<file path="config.mk">
export PLATFORM = sky130hd
export DESIGN_NAME = nvmcc_ctrl
export DESIGN_NICKNAME = d
export VERILOG_FILES = /design/src/shared/nvmcc_pkg.sv /design/src/verilog/nvmcc_ctrl.sv /design/src/verilog/nvmcc_crc8.sv
export SDC_FILE = /design/constraint.sdc
export NUM_CORES = 1
export LEC_CHECK = 0
export BUFFER_PORTS_ARGS = -buffer_cell sky130_fd_sc_hd__buf_2
export CAP_MARGIN = 20
export CORE_UTILIZATION = 50
export DETAILED_ROUTE_END_ITERATION = 6
export HOLD_SLACK_MARGIN = 0.03
export PLACE_DENSITY = 0.71
export SYNTH_ARGS = -nofsm -noshare
export SYNTH_HDL_FRONTEND = slang
export SYNTH_SLANG_ARGS = --single-unit
</file>
<file path="constraint.sdc">
create_clock -name ref_clk -period 2.79 [get_ports ref_clk]
set_input_delay 0.1395 -clock ref_clk [delete_from_list [all_inputs] [get_ports ref_clk]]
set_output_delay 0.1395 -clock ref_clk [all_outputs]
set_load 0.02 [all_outputs]
</file>
<file path="src/shared/nvmcc_pkg.sv">
package nvmcc_pkg;
	// Register offsets on the serial register port
	localparam logic [7:0] STORED_CSUM_ADDR = 8'h87;
	localparam logic [7:0] PROG_COUNT_ADDR  = 8'h88;
	localparam logic [7:0] NV_CTRL_ADDR     = 8'h89;
	localparam logic [7:0] LIVE_CSUM_ADDR   = 8'h8a;
	localparam logic [7:0] PROG_UNLOCK_ADDR = 8'h8f;
	localparam logic [7:0] PROG_UNLOCK_CODE = 8'hbe;
	// Control register field positions
	localparam int CTRL_COPY_BIT  = 6;
	localparam int CTRL_CRCERR_BIT = 5;
	localparam int CTRL_AUTO_BIT  = 4;
	localparam int CTRL_LOAD_BIT  = 3;
	localparam int CTRL_BUSY_BIT  = 2;
	localparam int CTRL_PROG_BIT  = 0;
	// Reset values and program-count limit
	localparam logic [7:0] STORED_CSUM_RST = 8'h00;
	localparam logic [7:0] PROG_COUNT_RST  = 8'h00;
	localparam logic [7:0] LIVE_CSUM_RST   = 8'h00;
	localparam logic       AUTO_CSUM_RST   = 1'b1;
	localparam logic [7:0] PROG_COUNT_MAX  = 8'hff;
	// Checksum generator
	localparam logic [7:0] CRC_POLY = 8'h07;
	localparam logic [7:0] CRC_INIT = 8'h00;
	// Timing
	localparam int CLK_PERIOD_NS = 25;
	localparam int PROG_TIME_MS  = 230;
	localparam int PROG_CYCLES   = PROG_TIME_MS * (1000000 / CLK_PERIOD_NS);
	// Sequencer states
	typedef enum logic [10:0] {
		ST_IDLE  = 11'h001,
		ST_LD_A  = 11'h002,
		ST_LD_D  = 11'h004,
		ST_LD_END = 11'h008,
		ST_CP_A  = 11'h010,
		ST_CP_D  = 11'h020,
		ST_PG_A  = 11'h040,
		ST_PG_D  = 11'h080,
		ST_PG_WAIT = 11'h100,
		ST_CT_A  = 11'h200,
		ST_CT_D  = 11'h400
	} nvmcc_state_t;
endpackage : nvmcc_pkg

</file>
<file path="src/verilog/nvmcc_ctrl.sv">
`timescale 1ns/1ps
`default_nettype none
module nvmcc_ctrl #(
	parameter int NVM_BYTES   = 16,
	parameter int CSUM_IDX    = NVM_BYTES - 1,
	parameter int COUNT_IDX   = NVM_BYTES - 2,
	parameter int PAGE_W      = 2,
	parameter int PROG_CYCLES = nvmcc_pkg::PROG_CYCLES,
	parameter int IDX_W       = $clog2(NVM_BYTES)
) (
	input  wire logic                    ref_clk,
	input  wire logic                    nrst,
	input  wire logic [7:0]              regAddr,
	input  wire logic [7:0]              regWrData,
	input  wire logic                    regWr,
	input  wire logic                    regRd,
	input  wire logic                    txnEnd,
	output logic      [7:0]              regRdData,
	output logic                         regRdAck,
	input  wire logic                    aonClkActive,
	input  wire logic [PAGE_W-1:0]       copyPageSel,
	output logic      [IDX_W-1:0]        eeAddr,
	input  wire logic [7:0]              eeRdData,
	output logic                         eeWrEn,
	output logic      [7:0]              eeWrData,
	output logic                         cfgWrEn,
	output logic      [IDX_W-1:0]        cfgWrAddr,
	output logic      [7:0]              cfgWrData,
	output logic      [IDX_W-1:0]        cfgRdAddr,
	input  wire logic [7:0]              cfgRdData,
	output logic                         sramWrEn,
	output logic      [PAGE_W+IDX_W-1:0] sramAddr,
	output logic      [7:0]              sramWrData,
	input  wire logic [7:0]              sramRdData
);
	localparam logic [IDX_W-1:0] LAST_IDX = IDX_W'(NVM_BYTES - 1);
	localparam logic [IDX_W-1:0] CSUM_I   = IDX_W'(CSUM_IDX);
	localparam logic [IDX_W-1:0] COUNT_I  = IDX_W'(COUNT_IDX);

	nvmcc_pkg::nvmcc_state_t state_r;
	nvmcc_pkg::nvmcc_state_t state_nxt;
	logic [IDX_W-1:0] idx_r;
	logic [23:0]      timer_r;
	logic [7:0]       storedCsum_r;
	logic [7:0]       loadCsum_r;
	logic [7:0]       progCount_r;
	logic [7:0]       liveCsum_r;
	logic             autoCsum_r;
	logic             crcErr_r;
	logic             loadReq_r;
	logic             unlockSeen_r;
	logic             unlockArmed_r;
	logic             crcClr;
	logic             crcEn;
	logic [7:0]       crcData;
	logic [7:0]       crcVal;
	logic [7:0]       progByte;
	logic             ctrlWr;
	logic             startProg;
	logic             startCopy;
	logic             loading;
	logic             progBusy;

	function automatic logic isState(input nvmcc_pkg::nvmcc_state_t s, input nvmcc_pkg::nvmcc_state_t t);
		return s == t;
	endfunction : isState

	assign ctrlWr    = regWr && (regAddr == nvmcc_pkg::NV_CTRL_ADDR);
	assign loading   = isState(state_r, nvmcc_pkg::ST_LD_A) || isState(state_r, nvmcc_pkg::ST_LD_D)
	                || isState(state_r, nvmcc_pkg::ST_LD_END);
	assign progBusy  = isState(state_r, nvmcc_pkg::ST_PG_A) || isState(state_r, nvmcc_pkg::ST_PG_D)
	                || isState(state_r, nvmcc_pkg::ST_PG_WAIT) || isState(state_r, nvmcc_pkg::ST_CT_A)
	                || isState(state_r, nvmcc_pkg::ST_CT_D);
	// Starts are taken only from idle with no load pending: no EEPROM access while busy
	assign startProg = ctrlWr && regWrData[nvmcc_pkg::CTRL_PROG_BIT] && unlockArmed_r
	                && isState(state_r, nvmcc_pkg::ST_IDLE) && !loadReq_r;
	assign startCopy = ctrlWr && regWrData[nvmcc_pkg::CTRL_COPY_BIT]
	                && isState(state_r, nvmcc_pkg::ST_IDLE) && !loadReq_r && !startProg;

	// Byte written to EEPROM: count slot is filled by hardware, checksum slot too when auto checksum is on
	always_comb begin
		progByte = sramRdData;
		if (idx_r == COUNT_I) begin
			progByte = (progCount_r == nvmcc_pkg::PROG_COUNT_MAX) ? progCount_r : progCount_r + 8'h01;
		end else if (idx_r == CSUM_I && autoCsum_r) begin
			progByte = crcVal;
		end
	end

	always_comb begin
		crcClr  = isState(state_r, nvmcc_pkg::ST_IDLE);
		crcEn   = 1'b0;
		crcData = eeRdData;
		if (isState(state_r, nvmcc_pkg::ST_LD_D)) begin
			crcEn = (idx_r != CSUM_I);
		end else if (isState(state_r, nvmcc_pkg::ST_PG_D)) begin
			crcEn   = (idx_r != CSUM_I);
			crcData = progByte;
		end
	end

	nvmcc_crc8 u_crc (
		.ref_clk (ref_clk),
		.nrst    (nrst),
		.clr     (crcClr),
		.en      (crcEn),
		.data    (crcData),
		.crc     (crcVal)
	);

	always_comb begin
		state_nxt = state_r;
		case (state_r)
			nvmcc_pkg::ST_IDLE: begin
				if (loadReq_r && aonClkActive) begin
					state_nxt = nvmcc_pkg::ST_LD_A;
				end else if (startProg) begin
					state_nxt = nvmcc_pkg::ST_PG_A;
				end else if (startCopy) begin
					state_nxt = nvmcc_pkg::ST_CP_A;
				end
			end
			nvmcc_pkg::ST_LD_A: begin
				if (aonClkActive) begin
					state_nxt = nvmcc_pkg::ST_LD_D;
				end
			end
			nvmcc_pkg::ST_LD_D: begin
				state_nxt = (idx_r == LAST_IDX) ? nvmcc_pkg::ST_LD_END : nvmcc_pkg::ST_LD_A;
			end
			nvmcc_pkg::ST_LD_END: state_nxt = nvmcc_pkg::ST_IDLE;
			nvmcc_pkg::ST_CP_A:   state_nxt = nvmcc_pkg::ST_CP_D;
			nvmcc_pkg::ST_CP_D: begin
				state_nxt = (idx_r == LAST_IDX) ? nvmcc_pkg::ST_IDLE : nvmcc_pkg::ST_CP_A;
			end
			nvmcc_pkg::ST_PG_A:   state_nxt = nvmcc_pkg::ST_PG_D;
			nvmcc_pkg::ST_PG_D: begin
				state_nxt = (idx_r == LAST_IDX) ? nvmcc_pkg::ST_PG_WAIT : nvmcc_pkg::ST_PG_A;
			end
			nvmcc_pkg::ST_PG_WAIT: begin
				if (timer_r == 24'(PROG_CYCLES - 1)) begin
					state_nxt = nvmcc_pkg::ST_CT_A;
				end
			end
			nvmcc_pkg::ST_CT_A:   state_nxt = nvmcc_pkg::ST_CT_D;
			nvmcc_pkg::ST_CT_D:   state_nxt = nvmcc_pkg::ST_IDLE;
			default:              state_nxt = nvmcc_pkg::ST_IDLE;
		endcase
	end

	// Sequencer, byte index and program-time counter
	always_ff @(posedge ref_clk or negedge nrst) begin
		if (!nrst) begin
			state_r <= nvmcc_pkg::ST_IDLE;
			idx_r   <= '0;
			timer_r <= '0;
		end else begin
			state_r <= state_nxt;
			if (isState(state_r, nvmcc_pkg::ST_IDLE)) begin
				idx_r <= '0;
			end else if (isState(state_r, nvmcc_pkg::ST_LD_D) || isState(state_r, nvmcc_pkg::ST_CP_D)
			             || isState(state_r, nvmcc_pkg::ST_PG_D)) begin
				idx_r <= idx_r + 1'b1;
			end
			timer_r <= isState(state_r, nvmcc_pkg::ST_PG_WAIT) ? timer_r + 24'h000001 : 24'h000000;
		end
	end

	// Memory and register-file ports; read addresses lead read data by one cycle
	always_ff @(posedge ref_clk or negedge nrst) begin
		if (!nrst) begin
			eeAddr     <= '0;
			eeWrEn     <= 1'b0;
			eeWrData   <= 8'h00;
			cfgWrEn    <= 1'b0;
			cfgWrAddr  <= '0;
			cfgWrData  <= 8'h00;
			cfgRdAddr  <= '0;
			sramWrEn   <= 1'b0;
			sramAddr   <= '0;
			sramWrData <= 8'h00;
		end else begin
			eeWrEn   <= isState(state_r, nvmcc_pkg::ST_PG_D);
			cfgWrEn  <= isState(state_r, nvmcc_pkg::ST_LD_D);
			sramWrEn <= isState(state_r, nvmcc_pkg::ST_CP_D);
			if (isState(state_r, nvmcc_pkg::ST_LD_A)) begin
				eeAddr <= idx_r;
			end
			if (isState(state_r, nvmcc_pkg::ST_CT_A)) begin
				eeAddr <= COUNT_I;
			end
			if (isState(state_r, nvmcc_pkg::ST_LD_D)) begin
				cfgWrAddr <= idx_r;
				cfgWrData <= eeRdData;
			end
			if (isState(state_r, nvmcc_pkg::ST_CP_A)) begin
				cfgRdAddr <= idx_r;
			end
			if (isState(state_r, nvmcc_pkg::ST_CP_A) || isState(state_r, nvmcc_pkg::ST_PG_A)) begin
				sramAddr <= {copyPageSel, idx_r};
			end
			if (isState(state_r, nvmcc_pkg::ST_CP_D)) begin
				sramWrData <= cfgRdData;
			end
			if (isState(state_r, nvmcc_pkg::ST_PG_D)) begin
				eeAddr   <= idx_r;
				eeWrData <= progByte;
			end
		end
	end

	// Checksums, counter and error flag
	always_ff @(posedge ref_clk or negedge nrst) begin
		if (!nrst) begin
			storedCsum_r <= nvmcc_pkg::STORED_CSUM_RST;
			loadCsum_r   <= nvmcc_pkg::STORED_CSUM_RST;
			progCount_r  <= nvmcc_pkg::PROG_COUNT_RST;
			liveCsum_r   <= nvmcc_pkg::LIVE_CSUM_RST;
			crcErr_r     <= 1'b0;
		end else begin
			if (isState(state_r, nvmcc_pkg::ST_LD_D) && idx_r == CSUM_I) begin
				loadCsum_r   <= eeRdData;
				storedCsum_r <= eeRdData;
			end
			if (isState(state_r, nvmcc_pkg::ST_LD_D) && idx_r == COUNT_I) begin
				progCount_r <= eeRdData;
			end
			if (isState(state_r, nvmcc_pkg::ST_CT_D)) begin
				progCount_r <= eeRdData;
			end
			if (isState(state_r, nvmcc_pkg::ST_PG_D) && idx_r == CSUM_I) begin
				storedCsum_r <= progByte;
			end
			if (isState(state_r, nvmcc_pkg::ST_LD_END)) begin
				liveCsum_r <= crcVal;
				crcErr_r   <= (crcVal != loadCsum_r);
			end else if (isState(state_r, nvmcc_pkg::ST_LD_A) && idx_r == '0) begin
				crcErr_r <= 1'b0;
			end
		end
	end

	// Control bits written by software
	always_ff @(posedge ref_clk or negedge nrst) begin
		if (!nrst) begin
			autoCsum_r <= nvmcc_pkg::AUTO_CSUM_RST;
			loadReq_r  <= 1'b1;
		end else begin
			if (ctrlWr) begin
				autoCsum_r <= regWrData[nvmcc_pkg::CTRL_AUTO_BIT];
			end
			// New request wins over the clear when both land together
			if (ctrlWr && regWrData[nvmcc_pkg::CTRL_LOAD_BIT] && !progBusy) begin
				loadReq_r <= 1'b1;
			end else if (isState(state_r, nvmcc_pkg::ST_IDLE) && aonClkActive) begin
				loadReq_r <= 1'b0;
			end
		end
	end

	// Unlock is valid only for the transaction right after the one that wrote it
	always_ff @(posedge ref_clk or negedge nrst) begin
		if (!nrst) begin
			unlockSeen_r  <= 1'b0;
			unlockArmed_r <= 1'b0;
		end else begin
			if (txnEnd) begin
				unlockArmed_r <= unlockSeen_r || (regWr && regAddr == nvmcc_pkg::PROG_UNLOCK_ADDR
				                 && regWrData == nvmcc_pkg::PROG_UNLOCK_CODE);
				unlockSeen_r  <= 1'b0;
			end else if (regWr) begin
				unlockSeen_r <= (regAddr == nvmcc_pkg::PROG_UNLOCK_ADDR)
				             && (regWrData == nvmcc_pkg::PROG_UNLOCK_CODE);
			end
		end
	end

	// Read port: answers one cycle later, withheld while a load is pending or runs
	always_ff @(posedge ref_clk or negedge nrst) begin
		if (!nrst) begin
			regRdData <= 8'h00;
			regRdAck  <= 1'b0;
		end else begin
			regRdAck <= 1'b0;
			if (regRd && !loading && !loadReq_r) begin
				regRdAck <= 1'b1;
				case (regAddr)
					nvmcc_pkg::STORED_CSUM_ADDR: regRdData <= storedCsum_r;
					nvmcc_pkg::PROG_COUNT_ADDR:  regRdData <= progCount_r;
					nvmcc_pkg::LIVE_CSUM_ADDR:   regRdData <= liveCsum_r;
					nvmcc_pkg::NV_CTRL_ADDR: begin
						regRdData <= 8'h00;
						regRdData[nvmcc_pkg::CTRL_COPY_BIT]   <= isState(state_r, nvmcc_pkg::ST_CP_A)
						                                       || isState(state_r, nvmcc_pkg::ST_CP_D);
						regRdData[nvmcc_pkg::CTRL_CRCERR_BIT] <= crcErr_r;
						regRdData[nvmcc_pkg::CTRL_AUTO_BIT]   <= autoCsum_r;
						regRdData[nvmcc_pkg::CTRL_BUSY_BIT]   <= progBusy;
					end
					default: begin
						regRdData <= 8'h00;
						regRdAck  <= 1'b0;
					end
				endcase
			end
		end
	end
endmodule : nvmcc_ctrl
`default_nettype wire

</file>
<file path="src/verilog/nvmcc_crc8.sv">
`timescale 1ns/1ps
`default_nettype none
module nvmcc_crc8 (
	input  wire logic       ref_clk,
	input  wire logic       nrst,
	input  wire logic       clr,
	input  wire logic       en,
	input  wire logic [7:0] data,
	output logic      [7:0] crc
);
	logic [7:0] crc_r;

	function automatic logic [7:0] crcStep(input logic [7:0] c, input logic [7:0] d);
		logic [7:0] x;
		x = c ^ d;
		for (int i = 0; i < 8; i++) begin
			x = x[7] ? ((x << 1) ^ nvmcc_pkg::CRC_POLY) : (x << 1);
		end
		return x;
	endfunction : crcStep

	always_ff @(posedge ref_clk or negedge nrst) begin
		if (!nrst) begin
			crc_r <= nvmcc_pkg::CRC_INIT;
		end else if (clr) begin
			crc_r <= nvmcc_pkg::CRC_INIT;
		end else if (en) begin
			crc_r <= crcStep(crc_r, data);
		end
	end

	assign crc = crc_r;
endmodule : nvmcc_crc8
`default_nettype wire

</file>
== After elaboration in Yosys (flattened, before gate mapping) ==
Cells that the tools add are included.
Word-level totals
  register bits: 138
  output and inout bits: 54
  logic and storage cells: 157
  bits of input ports: 48
Operators by class
  reductions and logical operators: 49
  bitwise logic cells: 9
  muxes and demuxes: 45
  eq/ne operators: 26
  $add $sub $neg: 3
Operators with widths (count)
  case mux 11 bit (9 select lines): 1
  2-to-1 mux 8 bit: 11
  equality test 8 bit (second input constant): 7
  2-to-1 mux 11 bit: 5
  case mux 8 bit (4 select lines): 1
  adder 24 x 1 -> 24 bit (second input constant): 1
  equality test 24 bit (second input constant): 1
  2-to-1 mux 24 bit: 1
  2-to-1 mux 3 bit: 8
  2-to-1 mux 4 bit: 6
  NOT 3 bit: 8
  logical AND 1 bit: 23
  nonzero test 2 bit: 7
  equality test 11 x 1 -> 1 bit (second input constant): 1
  equality test 11 x 10 -> 1 bit (second input constant): 1
  equality test 11 bit (second input constant): 1
  equality test 11 x 2 -> 1 bit (second input constant): 1
  equality test 11 x 3 -> 1 bit (second input constant): 1
  equality test 11 x 4 -> 1 bit (second input constant): 1
  equality test 11 x 5 -> 1 bit (second input constant): 1
  equality test 11 x 6 -> 1 bit (second input constant): 1
  equality test 11 x 7 -> 1 bit (second input constant): 1
  equality test 11 x 8 -> 1 bit (second input constant): 1
  equality test 11 x 9 -> 1 bit (second input constant): 1
  other kinds (18): 41

== Logic depth before layout (Yosys ltp) ==
Gate-level depths: netlist of the first run.
  depth in word-level cells: 25
  mapped depth: 11
  gate-level depth less buffers: 10

== By module ==
From an unflattened synthesis of the first run, not the netlist that was laid out.
Unflattened totals
  cells, all modules: 665
  area total of the unflattened synthesis: 7173.1 um^2
By module, submodules not included
  nvmcc_ctrl: cells each 608, area each 6536.3 um^2, sequential area each 3256.9 um^2, instances 1
  nvmcc_crc8: cells each 57, area each 636.9 um^2, sequential area each 200.2 um^2, instances 1

== Least setup slack after synthesis of the first run ==
Ideal clock, no wire load.
  path type: register -> register
  start: register idx_r[0]
  end: register u_crc.crc_r[6], in the netlist u_crc.crc[6]
  data required time: 2660 ps
  stages on the path, launching flop included: 12
  data arrival time: 2364 ps
  setup slack: 296 ps
  library setup time: 130 ps
  path buffers: 1
  cells stage by stage: dfrtp_1 > inv_1 > ha_1 > a21oi_1 > or2_1 > clkbuf_1 > a2111o_1 > o21ai_0 > xor2_1 > xnor2_1 > xnor2_1 > o21ai_1
Between the ends
  longest elaborated chain between the ends: 14
  elaborated cells on any way between the ends: 19
Ends and longest elaborated chain
  from (decl): line nvmcc_ctrl.sv:42  | logic [IDX_W-1:0] idx_r;
  from (signal assigned): line nvmcc_ctrl.sv:163  | idx_r <= idx_r + 1'b1;
  equality test 4 bit: line nvmcc_ctrl.sv:85  | end else if (idx_r == CSUM_I && autoCsum_r) begin
  logical AND 1 bit: line nvmcc_ctrl.sv:85
  2-to-1 mux 8 bit: line nvmcc_ctrl.sv:85
  2-to-1 mux 8 bit: line nvmcc_ctrl.sv:83  | if (idx_r == COUNT_I) begin
  2-to-1 mux 8 bit: line nvmcc_ctrl.sv:96  | end else if (isState(state_r, nvmcc_pkg::ST_PG_D)) begin
  2-to-1 mux 8 bit: line nvmcc_ctrl.sv:94  | if (isState(state_r, nvmcc_pkg::ST_LD_D)) begin
  XOR 8 bit: line nvmcc_crc8.sv:15  | x = c ^ d;
  2-to-1 mux 3 bit: line nvmcc_crc8.sv:17  | x = x[7] ? ((x << 1) ^ nvmcc_pkg::CRC_POLY) : (x << 1);
  NOT 3 bit (no source line)
  2-to-1 mux 3 bit: line nvmcc_crc8.sv:17
  NOT 3 bit (no source line)
  2-to-1 mux 3 bit: line nvmcc_crc8.sv:17
  2-to-1 mux 8 bit: line nvmcc_crc8.sv:27  | end else if (en) begin
  2-to-1 mux 8 bit: line nvmcc_crc8.sv:25  | end else if (clr) begin
  to (signal assigned): line nvmcc_crc8.sv:24  | crc_r <= nvmcc_pkg::CRC_INIT;
  to (signal assigned): line nvmcc_crc8.sv:26  | crc_r <= nvmcc_pkg::CRC_INIT;
  to (signal assigned): line nvmcc_crc8.sv:28  | crc_r <= crcStep(crc_r, data);
  to (decl): line nvmcc_crc8.sv:11  | logic [7:0] crc_r;
Parallel ways exist; a longest one is shown, timed or not. The select of a mux whose other input is x is not followed.
A chain may end at the register's enable or synchronous reset.

== Worst setup path after layout of the first run ==
  start: register idx_r[0]
  end: register u_crc.crc_r[2], in the netlist u_crc.crc[2]
Between the ends
  longest elaborated chain between the ends: 14
  elaborated cells on any way between the ends: 23
Ends and longest elaborated chain (line)
  equality test 4 bit: nvmcc_ctrl.sv:85
  logical AND 1 bit: nvmcc_ctrl.sv:85
  2-to-1 mux 8 bit: nvmcc_ctrl.sv:85
  2-to-1 mux 8 bit: nvmcc_ctrl.sv:83
  2-to-1 mux 8 bit: nvmcc_ctrl.sv:96
  2-to-1 mux 8 bit: nvmcc_ctrl.sv:94
  XOR 8 bit: nvmcc_crc8.sv:15
  2-to-1 mux 3 bit or NOT 3 bit (tied branches)
  NOT 3 bit (no source line) or 2-to-1 mux 3 bit (tied branches)
  2-to-1 mux 3 bit or NOT 3 bit (tied branches)
  NOT 3 bit (no source line) or 2-to-1 mux 3 bit (tied branches)
  2-to-1 mux 3 bit: nvmcc_crc8.sv:17
  2-to-1 mux 8 bit: nvmcc_crc8.sv:27
  2-to-1 mux 8 bit: nvmcc_crc8.sv:25
Parallel ways exist; a longest one is shown, timed or not. The select of a mux whose other input is x is not followed.

==> impl_metrics.csv, run 1 <==
group,metric,value,unit
global_route,overflow,0,
synthesis,synth-main-ff-cell,"dfrtp_1",
cells_and_area,fin_util,64.0,%
synthesis,synth_edf_count,0,
synthesis,syn_area_per_cell,9.88,µm²
cts,clk_pin_slew,0.06,ns
synthesis,mappedNetlistArea,0.00683,mm²
synthesis,synth_cell_types,63,
placement,placedInstanceArea,0.00762,mm²
worst_hold_path,hp-class,"primary input to flip-flop",
synthesis,yosysWarnings,0,
cells_and_area,drive_gt1_share,25.6,%
cells_and_area,final_area,0.00851,mm²
routing,ant_nets,0,
floorplanning,die_x,119,µm
placement,dp_hpwl,13300,µm
cells_and_area,syn_to_final_growth,24.7,%
cts,cts_root_buffer,"clkbuf_16",
global_route,grt_pass1_vias,5734,
routing,via_count,5833,
synthesis,ys_ff_latch,138,
floorplanning,start_util,51.3,%
cells_and_area,antennaDiodeCount,0,
critical_path,cp-start-kind,"flip-flop",
critical_path,worstPathRequired,3.10,ns
routing,wire_per_inst,18.5,µm
critical_path,cp-end-kind,"flip-flop",
routing,drc,0,
synthesis,async_flop_share,100,%
floorplanning,io_pins,102,
floorplanning,die-height,119,µm
synthesis,syn_nets,744,
global_route,grt_usage,28.1,%
timing,tightest_slew,0.661,ns
routing,drt_iter0_markers,374,
cells_and_area,fin_nets,881,
routing,first_pass_iters,6,
outcome,status,"completed",
timing,hold_viol,0,
cts,cts_made_buffers,17,
timing,post-route-min-period,2.65,ns
cts,cts_sinks,138,
timing,post-route-period-util,95.1,%
timing,max_clock_freq,0.377,GHz
routing,drt-total-wl,18800,µm
cts,cts-htree-levels,4,
cells_and_area,final_common_cell,"dfrtp_1",
placement,portBuffers,101,
cts,cts_tree,"yes",
synthesis,synthCells,691,
critical_path,worstSetupPathType,"flip-flop to flip-flop",
critical_path,r2r_cells,10,
timing,finalSetupViolCount,0,
global_route,antenna_found_initial,0,
floorplanning,fp.dieArea,0.0141,mm²
timing,drv_slew,0,
routing,via_per_inst,5.74,
pwr,irDropWorstVdd,0.000408,V
timing,skew,0.00951,ns
global_route,grt_start_max_net_pins,70,
synthesis,yosysSeqAreaShare,50.6,%
timing,maxSlewHeadroom,55.9,%
floorplanning,rows,42,
global_route,grt_pass1_wl,30300,µm
worst_hold_path,whs_path_depth,3,
floorplanning,core_area,0.0133,mm²
placement,routabilityCongestion,0.928,
critical_path,crit_arrival,2.96,ns
critical_path,critPathMaxFanout,7,
cells_and_area,layout_common_cells,"135 x dfrtp_1, 122 x nand2_1, 100 x buf_2, 59 x nor2_1, 39 x o21ai_0",
cts,cts_buffer_depth,2,
critical_path,rrSetupSlack,0.14,ns
pwr,power.density,636,mW/mm²
pwr,p_leak,0.00395,µW
cts,clock_latency,0.43,ns
run,maxCapViolations,0,
==> cell type report <==
type	count	area [µm²]
clock buffer	25	505
clock inverter	7	138
fill	1100	4790
inverter	12	46.3
multi-input combinational	513	3230
sequential	138	3460
tap	176	220
timing repair buffer	146	917
==> critical path, stage by stage (launching register included) <==
cell and delay (ns):
dfrtp_1 0.37, inv_1 0.12, ha_1 0.24, buf_4 0.16, or3_1 0.44, o221a_2 0.28, a22oi_2 0.22, xnor2_2 0.16
xnor2_2 0.28, xnor2_1 0.18, o21ai_1 0.08
==> cell families (layout without fill, tap and decap cells) <==
| group | after synthesis | count (layout) | share of synthesized area (%) |
|---|---|---|---|
| simple gates | 298 | 298 | 21.4 |
| flops | 138 | 138 | 50.6 |
| mux | 37 | 37 | 6.07 |
| fa+ha+maj | 5 | 5 | 0.916 |
| compound gates | 117 | 117 | 11.0 |
| buf+inv | 40 | 190 | 2.35 |
| xor+xnor | 56 | 56 | 7.62 |
==> layer usage <==
metal	wire length, µm	GRT usage (%)	up-vias
li1	-	-	2695
met1	8690	39.7	2881
met2	8650	43.1	220
met3	1060	5.27	37
met4	403	10.9	0
met5	0	0	-
==> cell usage after synthesis (6+ instances only) <==
cell type / instances / area share (%)
and3_1: 13 / 1.2
a22oi_1: 6 / 0.66
and4_1: 7 / 0.90
xnor2_1: 29 / 3.7
nor3_1: 11 / 0.81
inv_1: 10 / 0.55
a21oi_1: 26 / 1.9
o21ai_1: 8 / 0.59
dfrtp_1: 135 / 49
o21ai_0: 39 / 2.9
xor2_1: 23 / 3.0
nand4_1: 11 / 1.0
nand3_1: 34 / 2.5
a31oi_1: 6 / 0.55
and2_1: 6 / 0.55
nand2_1: 122 / 6.7
mux2_2: 35 / 5.8
clkbuf_1: 20 / 1.1
nor2_1: 59 / 3.2
==> where the power goes <==
group / switching [µW] / total [µW] / internal (µW)
clock: 829 / 2440 / 1610
combinational: 494 / 785 / 291
sequential: 75.8 / 2190 / 2110
total: 1400 / 5420 / 4020
==> through the flow <==
stage / power (µW) / setup slack (ns) / instances / hold slack, ns / TNS (ns)
CTS: 5430 / 0.0588 / 1016 / 0.0313 / 0
finish: 5420 / 0.136 / 1017 / 0.0490 / 0
global placement: 2940 / 0.213 / 962 / 0.177 / 0
detailed placement: 2970 / 0.121 / 962 / 0.187 / 0
global route: 5610 / -0.00276 / 1017 / 0.0478 / -0.00276
floorplan: 2680 / 0.296 / 691 / -0.156 / 0
==> repair_timing <==
item | 4_1_cts | 5_1_grt
buffers inserted | 0 | 1
endpoints found under the setup margin | 0 | 7
hold buffers | 22 | 0
gates resized for setup | 0 | 4
hold endpoints to repair | 86 | 0
==> state kept, by name, summed over array words and instances (netlist names), 4 cells and up <==
name          flops
u_crc.crc         8
sramAddr          6
storedCsum_r      8
timer_r          24
cfgWrAddr         4
loadCsum_r        8
idx_r             4
sramWrData        8
progCount_r       8
eeAddr            4
cfgRdAddr         4
state_r          11
liveCsum_r        8
cfgWrData         8
regRdData         8
eeWrData          8
==> path summary, 6_finish.rpt <==
check,end,from
min in group asynchronous,sramWrData[3],nrst
worst min register to register,sramWrData[5],sramWrData[5]
worst min-delay path,regRdAck,regAddr[5]
worst max register to register,u_crc.crc[2],idx_r[0]
max in group asynchronous,cfgRdAddr[1],nrst
worst max-delay path,u_crc.crc[2],idx_r[0]
Power figures use the tool's default switching activity.
==> run 2: changes to the inputs <==
--- a/config.mk
+++ b/config.mk
@@ -7,10 +7,11 @@
 export LEC_CHECK = 0
 export BUFFER_PORTS_ARGS = -buffer_cell sky130_fd_sc_hd__buf_2
 export CAP_MARGIN = 20
-export CORE_UTILIZATION = 50
+export CORE_UTILIZATION = 58
 export DETAILED_ROUTE_END_ITERATION = 6
 export HOLD_SLACK_MARGIN = 0.03
-export PLACE_DENSITY = 0.71
+export PLACE_DENSITY = 0.81
 export SYNTH_ARGS = -nofsm -noshare
 export SYNTH_HDL_FRONTEND = slang
+export SYNTH_HIERARCHICAL = 1
 export SYNTH_SLANG_ARGS = --single-unit
==> run 2 against run 1 <==
Against the previous run: core utilization up 13 points; largest power group unchanged; critical path type unchanged; critical path depth unchanged; flip-flop and latch count unchanged; critical endpoint is now u_crc/crc[2]; synthesized area rose by 5.1%; sequential share of layout area decreased by 3.3 points; global-route usage rose by 4.7 points; synthesized cell count fell by 3.8%; total power decreased by 18%; the run now ends with setup timing left; clock power down 16%; die area decreased by 9.3%.
==> impl_metrics.csv, run 2 <==
group,metric,value,unit
outcome,status,"finished, violations left",
outcome,violations,"setup timing",
routing,ant_nets,0,
timing,finalSetupViolCount,4,
timing,rsz0062_at_grt,"yes",
cts,cts_root_buffer,"clkbuf_16",
critical_path,cp_slowest_cell,"or4_4",
cells_and_area,largest_reg_flops,24,
cts,cts-htree-levels,4,
timing,post-route-period-util,105,%
synthesis,yosysSeqAreaShare,48.2,%
timing,tightest_slew,0.737,ns
run,maxCapViolations,0,
cells_and_area,reg_top3,"timer_r: 24 flops, state_r: 11 flops",
cts,cts_tree,"yes",
floorplanning,fp.dieArea,0.0128,mm²
synthesis,yosysTopAreaCellShare,47.1,%
synthesis,ys_ff_latch,138,
cts,clk_pin_slew,0.05,ns
routing,drt_iter0_markers,571,
global_route,grt_usage,32.9,%
critical_path,cp-end-kind,"flip-flop",
cts,cts_buffer_depth,2,
routing,drc,0,
placement,place_inst,947,
synthesis,mappedNetlistArea,0.00717,mm²
placement,placedInstanceArea,0.00830,mm²
cells_and_area,final_common_cell,"dfrtp_1",
cells_and_area,final_area,0.00925,mm²
pwr,intPower,3420,µW
synthesis,synth_common_cells,"135 x dfrtp_1, 62 x mux2_2, 60 x nor2_1",
synthesis,synth_area_leader_cell,"dfrtp_1",
cells_and_area,layout_common_cells,"135 x dfrtp_1, 100 x buf_2, 75 x buf_4, 59 x nor2_1, 57 x mux2_2",
critical_path,crit_arrival,3.29,ns
floorplanning,rows,40,
routing,wire_per_inst,20.1,µm
cells_and_area,fill_cells,729,
critical_path,critPathBufInv,2,
pwr,power.density,483,mW/mm²
cts,cts_sinks,138,
floorplanning,start_util,59.7,%
timing,hold_viol,0,
synthesis,yosysMostFrequentCell,"dfrtp_1",
cts,cts_made_buffers,17,
floorplanning,die_x,113,µm
routing,drt-total-wl,20300,µm
cells_and_area,fin_cells,1012,
pwr,pwr-share-comb,8.6,%
timing,fin_ws,-0.139,ns
floorplanning,core_area,0.0120,mm²
synthesis,synthCells,665,
pwr,finalPower,4470,µW
floorplanning,die-height,113,µm
placement,portBuffers,101,
pwr,p_leak,0.00457,µW
placement,dp_hpwl,13900,µm
cells_and_area,fin_nets,905,
synthesis,synth.area.top_cells,"dfrtp_1 47%, mux2_2 9.7%, xnor2_1 3.8%",
synthesis,async_flop_share,100,%
global_route,antenna_found_initial,0,
cts,clock_latency,0.43,ns
critical_path,critPathMaxFanout,6,
worst_hold_path,hp-class,"primary input to flip-flop",
global_route,grt_pass1_vias,6090,
critical_path,cp_slowest_stage_delay,0.57,ns
critical_path,worstSetupPathType,"flip-flop to flip-flop",
pwr,clkPwrFrac,45.9,%
routing,via_per_inst,6.12,
cells_and_area,drive_gt1_share,36.3,%
synthesis,synth_edf_count,0,
pwr,irDropWorstVdd,0.000412,V
routing,via_count,6192,
timing,maxSlewHeadroom,50.9,%
synthesis,yosysWarnings,6,
critical_path,worstPathRequired,3.15,ns
global_route,grt_start_max_net_pins,63,
pwr,p_switching,1050,µW
routing,first_pass_iters,5,
cells_and_area,fin_util,77.0,%
timing,fin_tns_setup,-0.341,ns
timing,skew,0.00740,ns
critical_path,crit_family,"simple AND/OR/NAND/NOR gates",
placement,routabilityCongestion,0.924,
critical_path,worstPathCellList,"or4_4 -> nor2_4 -> nand3_4 -> clkinv_4 -> buf_6 -> mux2_4 -> xnor2_4 -> xnor3_1 -> or3_1 -> a21oi_2",
pwr,swShare,23.4,%
global_route,grt_pass1_wl,31600,µm
global_route,overflow,0,
critical_path,cp-start-kind,"flip-flop",
timing,post-route-min-period,2.93,ns
synthesis,syn_area_per_cell,10.8,µm²
synthesis,synth_cell_types,66,
pwr,share_seq_of_total_power,45.5,%
timing,max_clock_freq,0.341,GHz
cells_and_area,largest-register,"timer_r",
synthesis,syn_nets,718,
floorplanning,io_pins,102,
timing,drv_slew,0,
synthesis,synth-main-ff-cell,"dfrtp_1",
cells_and_area,syn_to_final_growth,29.0,%
cells_and_area,antennaDiodeCount,0,
## run 2: tightest hold or removal path, delay by kind of cell
| family | cells | cell delay (ns) |
|---|---|---|
| buffers and inverters | 1 | 0.17 |
| AND/OR/NAND/NOR | 2 | 0.12 |
## run 2: power groups by stage
stage / Combinational, µW / Sequential, µW / Clock (µW)
global placement: 313 / 2060 / 0
global route: 406 / 2030 / 2150
CTS: 350 / 2030 / 2060
detailed placement: 323 / 2070 / 0
floorplan: 140 / 2090 / 0
finish: 383 / 2030 / 2050
## run 2: logic make-up after synthesis
family	Yosys count	share of synthesized area, %
AOI/OAI and AO/OA	101	9.63
xor gates and xnor gates	59	8.51
adders and majority gates	5	0.872
buffers and inverters	45	3.07
DFF	138	48.2
muxes	74	11.5
and+or+nand+nor	243	18.3
## run 2: area by class of cell
cell class                 count  area (µm²)  area share, %
clock buffer                  29         510           5.52
clock inverter                 3        17.5          0.189
inverter                      12        53.8          0.581
multi-input combinational    482        3690           39.9
sequential                   138        3460           37.4
tap                          147         184           1.99
timing repair buffer         201        1340           14.5
## run 2: final timing paths
path	from	to	slack (ns)	depth (start not counted)
setup / recovery	state_r[3]	u_crc/crc[2]	-0.14	10
hold / removal	eeRdData[0]	loadCsum_r[0]	0.05	3
setup reg to reg	state_r[3]	u_crc/crc[2]	-0.14	10
hold reg to reg	regRdData[3]	regRdData[3]	0.47	2
max in group asynchronous	nrst	loadReq_r	1.83	3
min in group asynchronous	nrst	state_r[3]	0.23	2
## run 2: per-layer routing
metal,vias to the layer above,share of wire [%],global-route usage [%]
met2,339,49,52.1
met4,0,3.0,13.8
met1,3030,40,43.7
met5,-,0,0
li1,2763,-,-
met3,60,8.8,7.87
## run 2: timing repair
item | CTS | global route
setup buffers | 5 | 10
hold buffers | 19 | 0
endpoints found under the setup margin | 3 | 9
hold endpoints to repair | 70 | 0
gates resized for setup | 6 | 22
pin swaps | 2 | 14
## run 2: metrics by stage
step | hold WS, ns | setup WS, ns
final | 0.0451 | -0.139
after global routing | 0.0435 | -0.190
after CTS | 0.0311 | -0.0569
after detailed placement | 0.120 | -0.0458
after global placement | 0.116 | 0.0578
after floorplan | -0.156 | -0.176
==> run 3: changes to the inputs <==
--- a/config.mk
+++ b/config.mk
@@ -11,6 +11,7 @@
 export DETAILED_ROUTE_END_ITERATION = 6
 export HOLD_SLACK_MARGIN = 0.03
 export PLACE_DENSITY = 0.81
+export SKIP_CTS_REPAIR_TIMING = 1
 export SYNTH_ARGS = -nofsm -noshare
 export SYNTH_HDL_FRONTEND = slang
 export SYNTH_HIERARCHICAL = 1
==> run 3 against run 2 <==
Against the previous run: the run still ends with setup timing left; total power decreased by 0.65%; sequential power about the same; die area unchanged; via count down 2.5%; core utilization shrank 1.4 points; worst setup slack improved by 0.030 ns; largest cell class unchanged; clock skew is 0.00093 ns lower.
==> impl_metrics.csv, run 3 (synthesis gave the netlist of run 2 again) <==
group,metric,value,unit
pwr,swShare,23.2,%
cts,cts_buffer_depth,2,
timing,post-route-period-util,104,%
cts,cts_root_buffer,"clkbuf_16",
cells_and_area,multi_input_area,0.00363,mm²
routing,via_per_inst,6.04,
cells_and_area,reg_top3,"timer_r: 24 flops, state_r: 11 flops",
timing,holdWs,0.0397,ns
cells_and_area,antennaDiodeCount,0,
cts,clk_pin_slew,0.06,ns
pwr,clkPwrFrac,46.1,%
cts,cts-htree-levels,4,
critical_path,critPathMaxFanout,7,
floorplanning,io_pins,102,
timing,maxSlewHeadroom,51.0,%
cells_and_area,layout_common_cells,"135 x dfrtp_1, 100 x buf_2, 69 x buf_4, 59 x nor2_1, 57 x mux2_2",
cells_and_area,fin_util,75.6,%
pwr,intPower,3410,µW
cts,cts_made_buffers,17,
placement,place_inst,947,
cts,clock_latency,0.43,ns
timing,rsz0062_at_grt,"yes",
global_route,grt_pass1_wl,30800,µm
pwr,p_switching,1030,µW
timing,finalSetupViolCount,4,
cts,cts_sinks,138,
placement,dp_hpwl,13900,µm
routing,wire_per_inst,19.7,µm
timing,post-route-min-period,2.90,ns
critical_path,cp-end-kind,"flip-flop",
routing,drt-total-wl,19700,µm
routing,via_count,6037,
timing,drv_slew,0,
pwr,irDropWorstVdd,0.000407,V
placement,placedInstanceArea,0.00830,mm²
pwr,power.density,489,mW/mm²
outcome,violations,"setup timing",
worst_hold_path,holdCritStartpoint,"eeRdData[3]",
global_route,overflow,0,
pwr,pwr-share-comb,8.1,%
global_route,antenna_found_initial,0,
global_route,grt_start_max_net_pins,63,
worst_hold_path,hp-class,"primary input to flip-flop",
cells_and_area,fill_cells,762,
floorplanning,die-height,113,µm
global_route,grt_pass1_vias,5928,
routing,first_pass_iters,5,
timing,skew,0.00646,ns
cts,cts_tree,"yes",
placement,portBuffers,101,
critical_path,rrSetupSlack,-0.11,ns
worst_hold_path,min_to,"loadCsum_r[3]",
critical_path,crit_arrival,3.25,ns
cells_and_area,seqCellArea,0.00346,mm²
global_route,grt_usage,32.0,%
cells_and_area,fin_cells,1000,
cells_and_area,fin_nets,893,
timing,max_clock_freq,0.345,GHz
run,maxCapViolations,0,
critical_path,reg2reg_from,"state_r[3]",
cells_and_area,final_common_cell,"dfrtp_1",
timing,hold_viol,0,
floorplanning,fp.dieArea,0.0128,mm²
floorplanning,start_util,59.7,%
placement,routabilityCongestion,0.924,
floorplanning,core_area,0.0120,mm²
floorplanning,die_x,113,µm
cells_and_area,drive_gt1_share,34.8,%
timing,tightest_slew,0.735,ns
routing,ant_nets,0,
outcome,status,"finished, violations left",
cells_and_area,final_area,0.00908,mm²
floorplanning,rows,40,
timing,fin_ws,-0.109,ns
critical_path,worstSetupPathType,"flip-flop to flip-flop",
cells_and_area,largest_reg_flops,24,
pwr,p_leak,0.00449,µW
critical_path,worstPathRequired,3.14,ns
pwr,share_seq_of_total_power,45.8,%
routing,drt_iter0_markers,468,
cells_and_area,syn_to_final_growth,26.6,%
cells_and_area,largest-register,"timer_r",
critical_path,r2r_cells,10,
critical_path,r2r-end,"u_crc/crc[2]",
worst_hold_path,whs_path_depth,3,
critical_path,cp-start-kind,"flip-flop",
routing,drc,0,
run 3: cell count changes in the layout (fill, tap and decap cells not counted), sizes merged:
cell	delta
buf	-9
clkinv	-1
clkinvlp	-1
dlygate4sd3	-3
inv	+2
run 3: worst max-delay path, stage by stage, from the launching register on:
cell and delay, ns:
dfrtp_1 0.38, or4_4 0.57, nor2_4 0.14, nand3_4 0.15, inv_8 0.12, and2_1 0.14, a21o_1 0.14, xor3_1 0.32
xnor3_1 0.40, or3_1 0.34, a21oi_2 0.13
run 3: how the worst max path moves through the flow:
stage / from / endpoint
6_report: state_r[3] / u_crc/crc[2]
5_1_grt: state_r[3] / u_crc/crc[2]
4_1_cts: state_r[3] / u_crc/crc[2]
3_5_place_dp: state_r[3] / u_crc/crc[2]
3_3_place_gp: state_r[3] / u_crc/crc[2]
2_1_floorplan: state_r[3] / u_crc/crc[2]
run 3: power groups by stage:
stage	Clock [µW]	Combinational, µW	Sequential, µW
finish	2050	359	2030
global placement	0	313	2060
floorplan	0	140	2090
CTS	2060	328	2030
detailed placement	0	323	2070
global route	2150	381	2030
run 3: layout make-up:
class                           count  share of cell area (%)
Clock inverter                      3                   0.193
Clock buffer                       29                    5.62
Tap cell                          147                    2.03
Sequential cell                   138                    38.1
Timing Repair Buffer              189                    13.6
Inverter                           12                   0.579
Multi-Input combinational cell    482                    39.9
run 3: per-layer routing:
metal  up-vias  routed length, µm  track usage [%]
li1       2733                  -                -
met1      2960               8030             43.6
met2       312               9600             50.3
met3        32               1740             7.61
met4         0                361             11.8
met5         -                  0                0
run 3: through the flow:
stage	TNS [ns]	setup WS [ns]	total power, µW
after CTS	-0.225	-0.0869	4420
after global placement	0	0.0578	2380
final	-0.284	-0.109	4440
after global routing	-0.596	-0.201	4570
after floorplan	-0.507	-0.176	2230
after detailed placement	-0.0493	-0.0458	2390
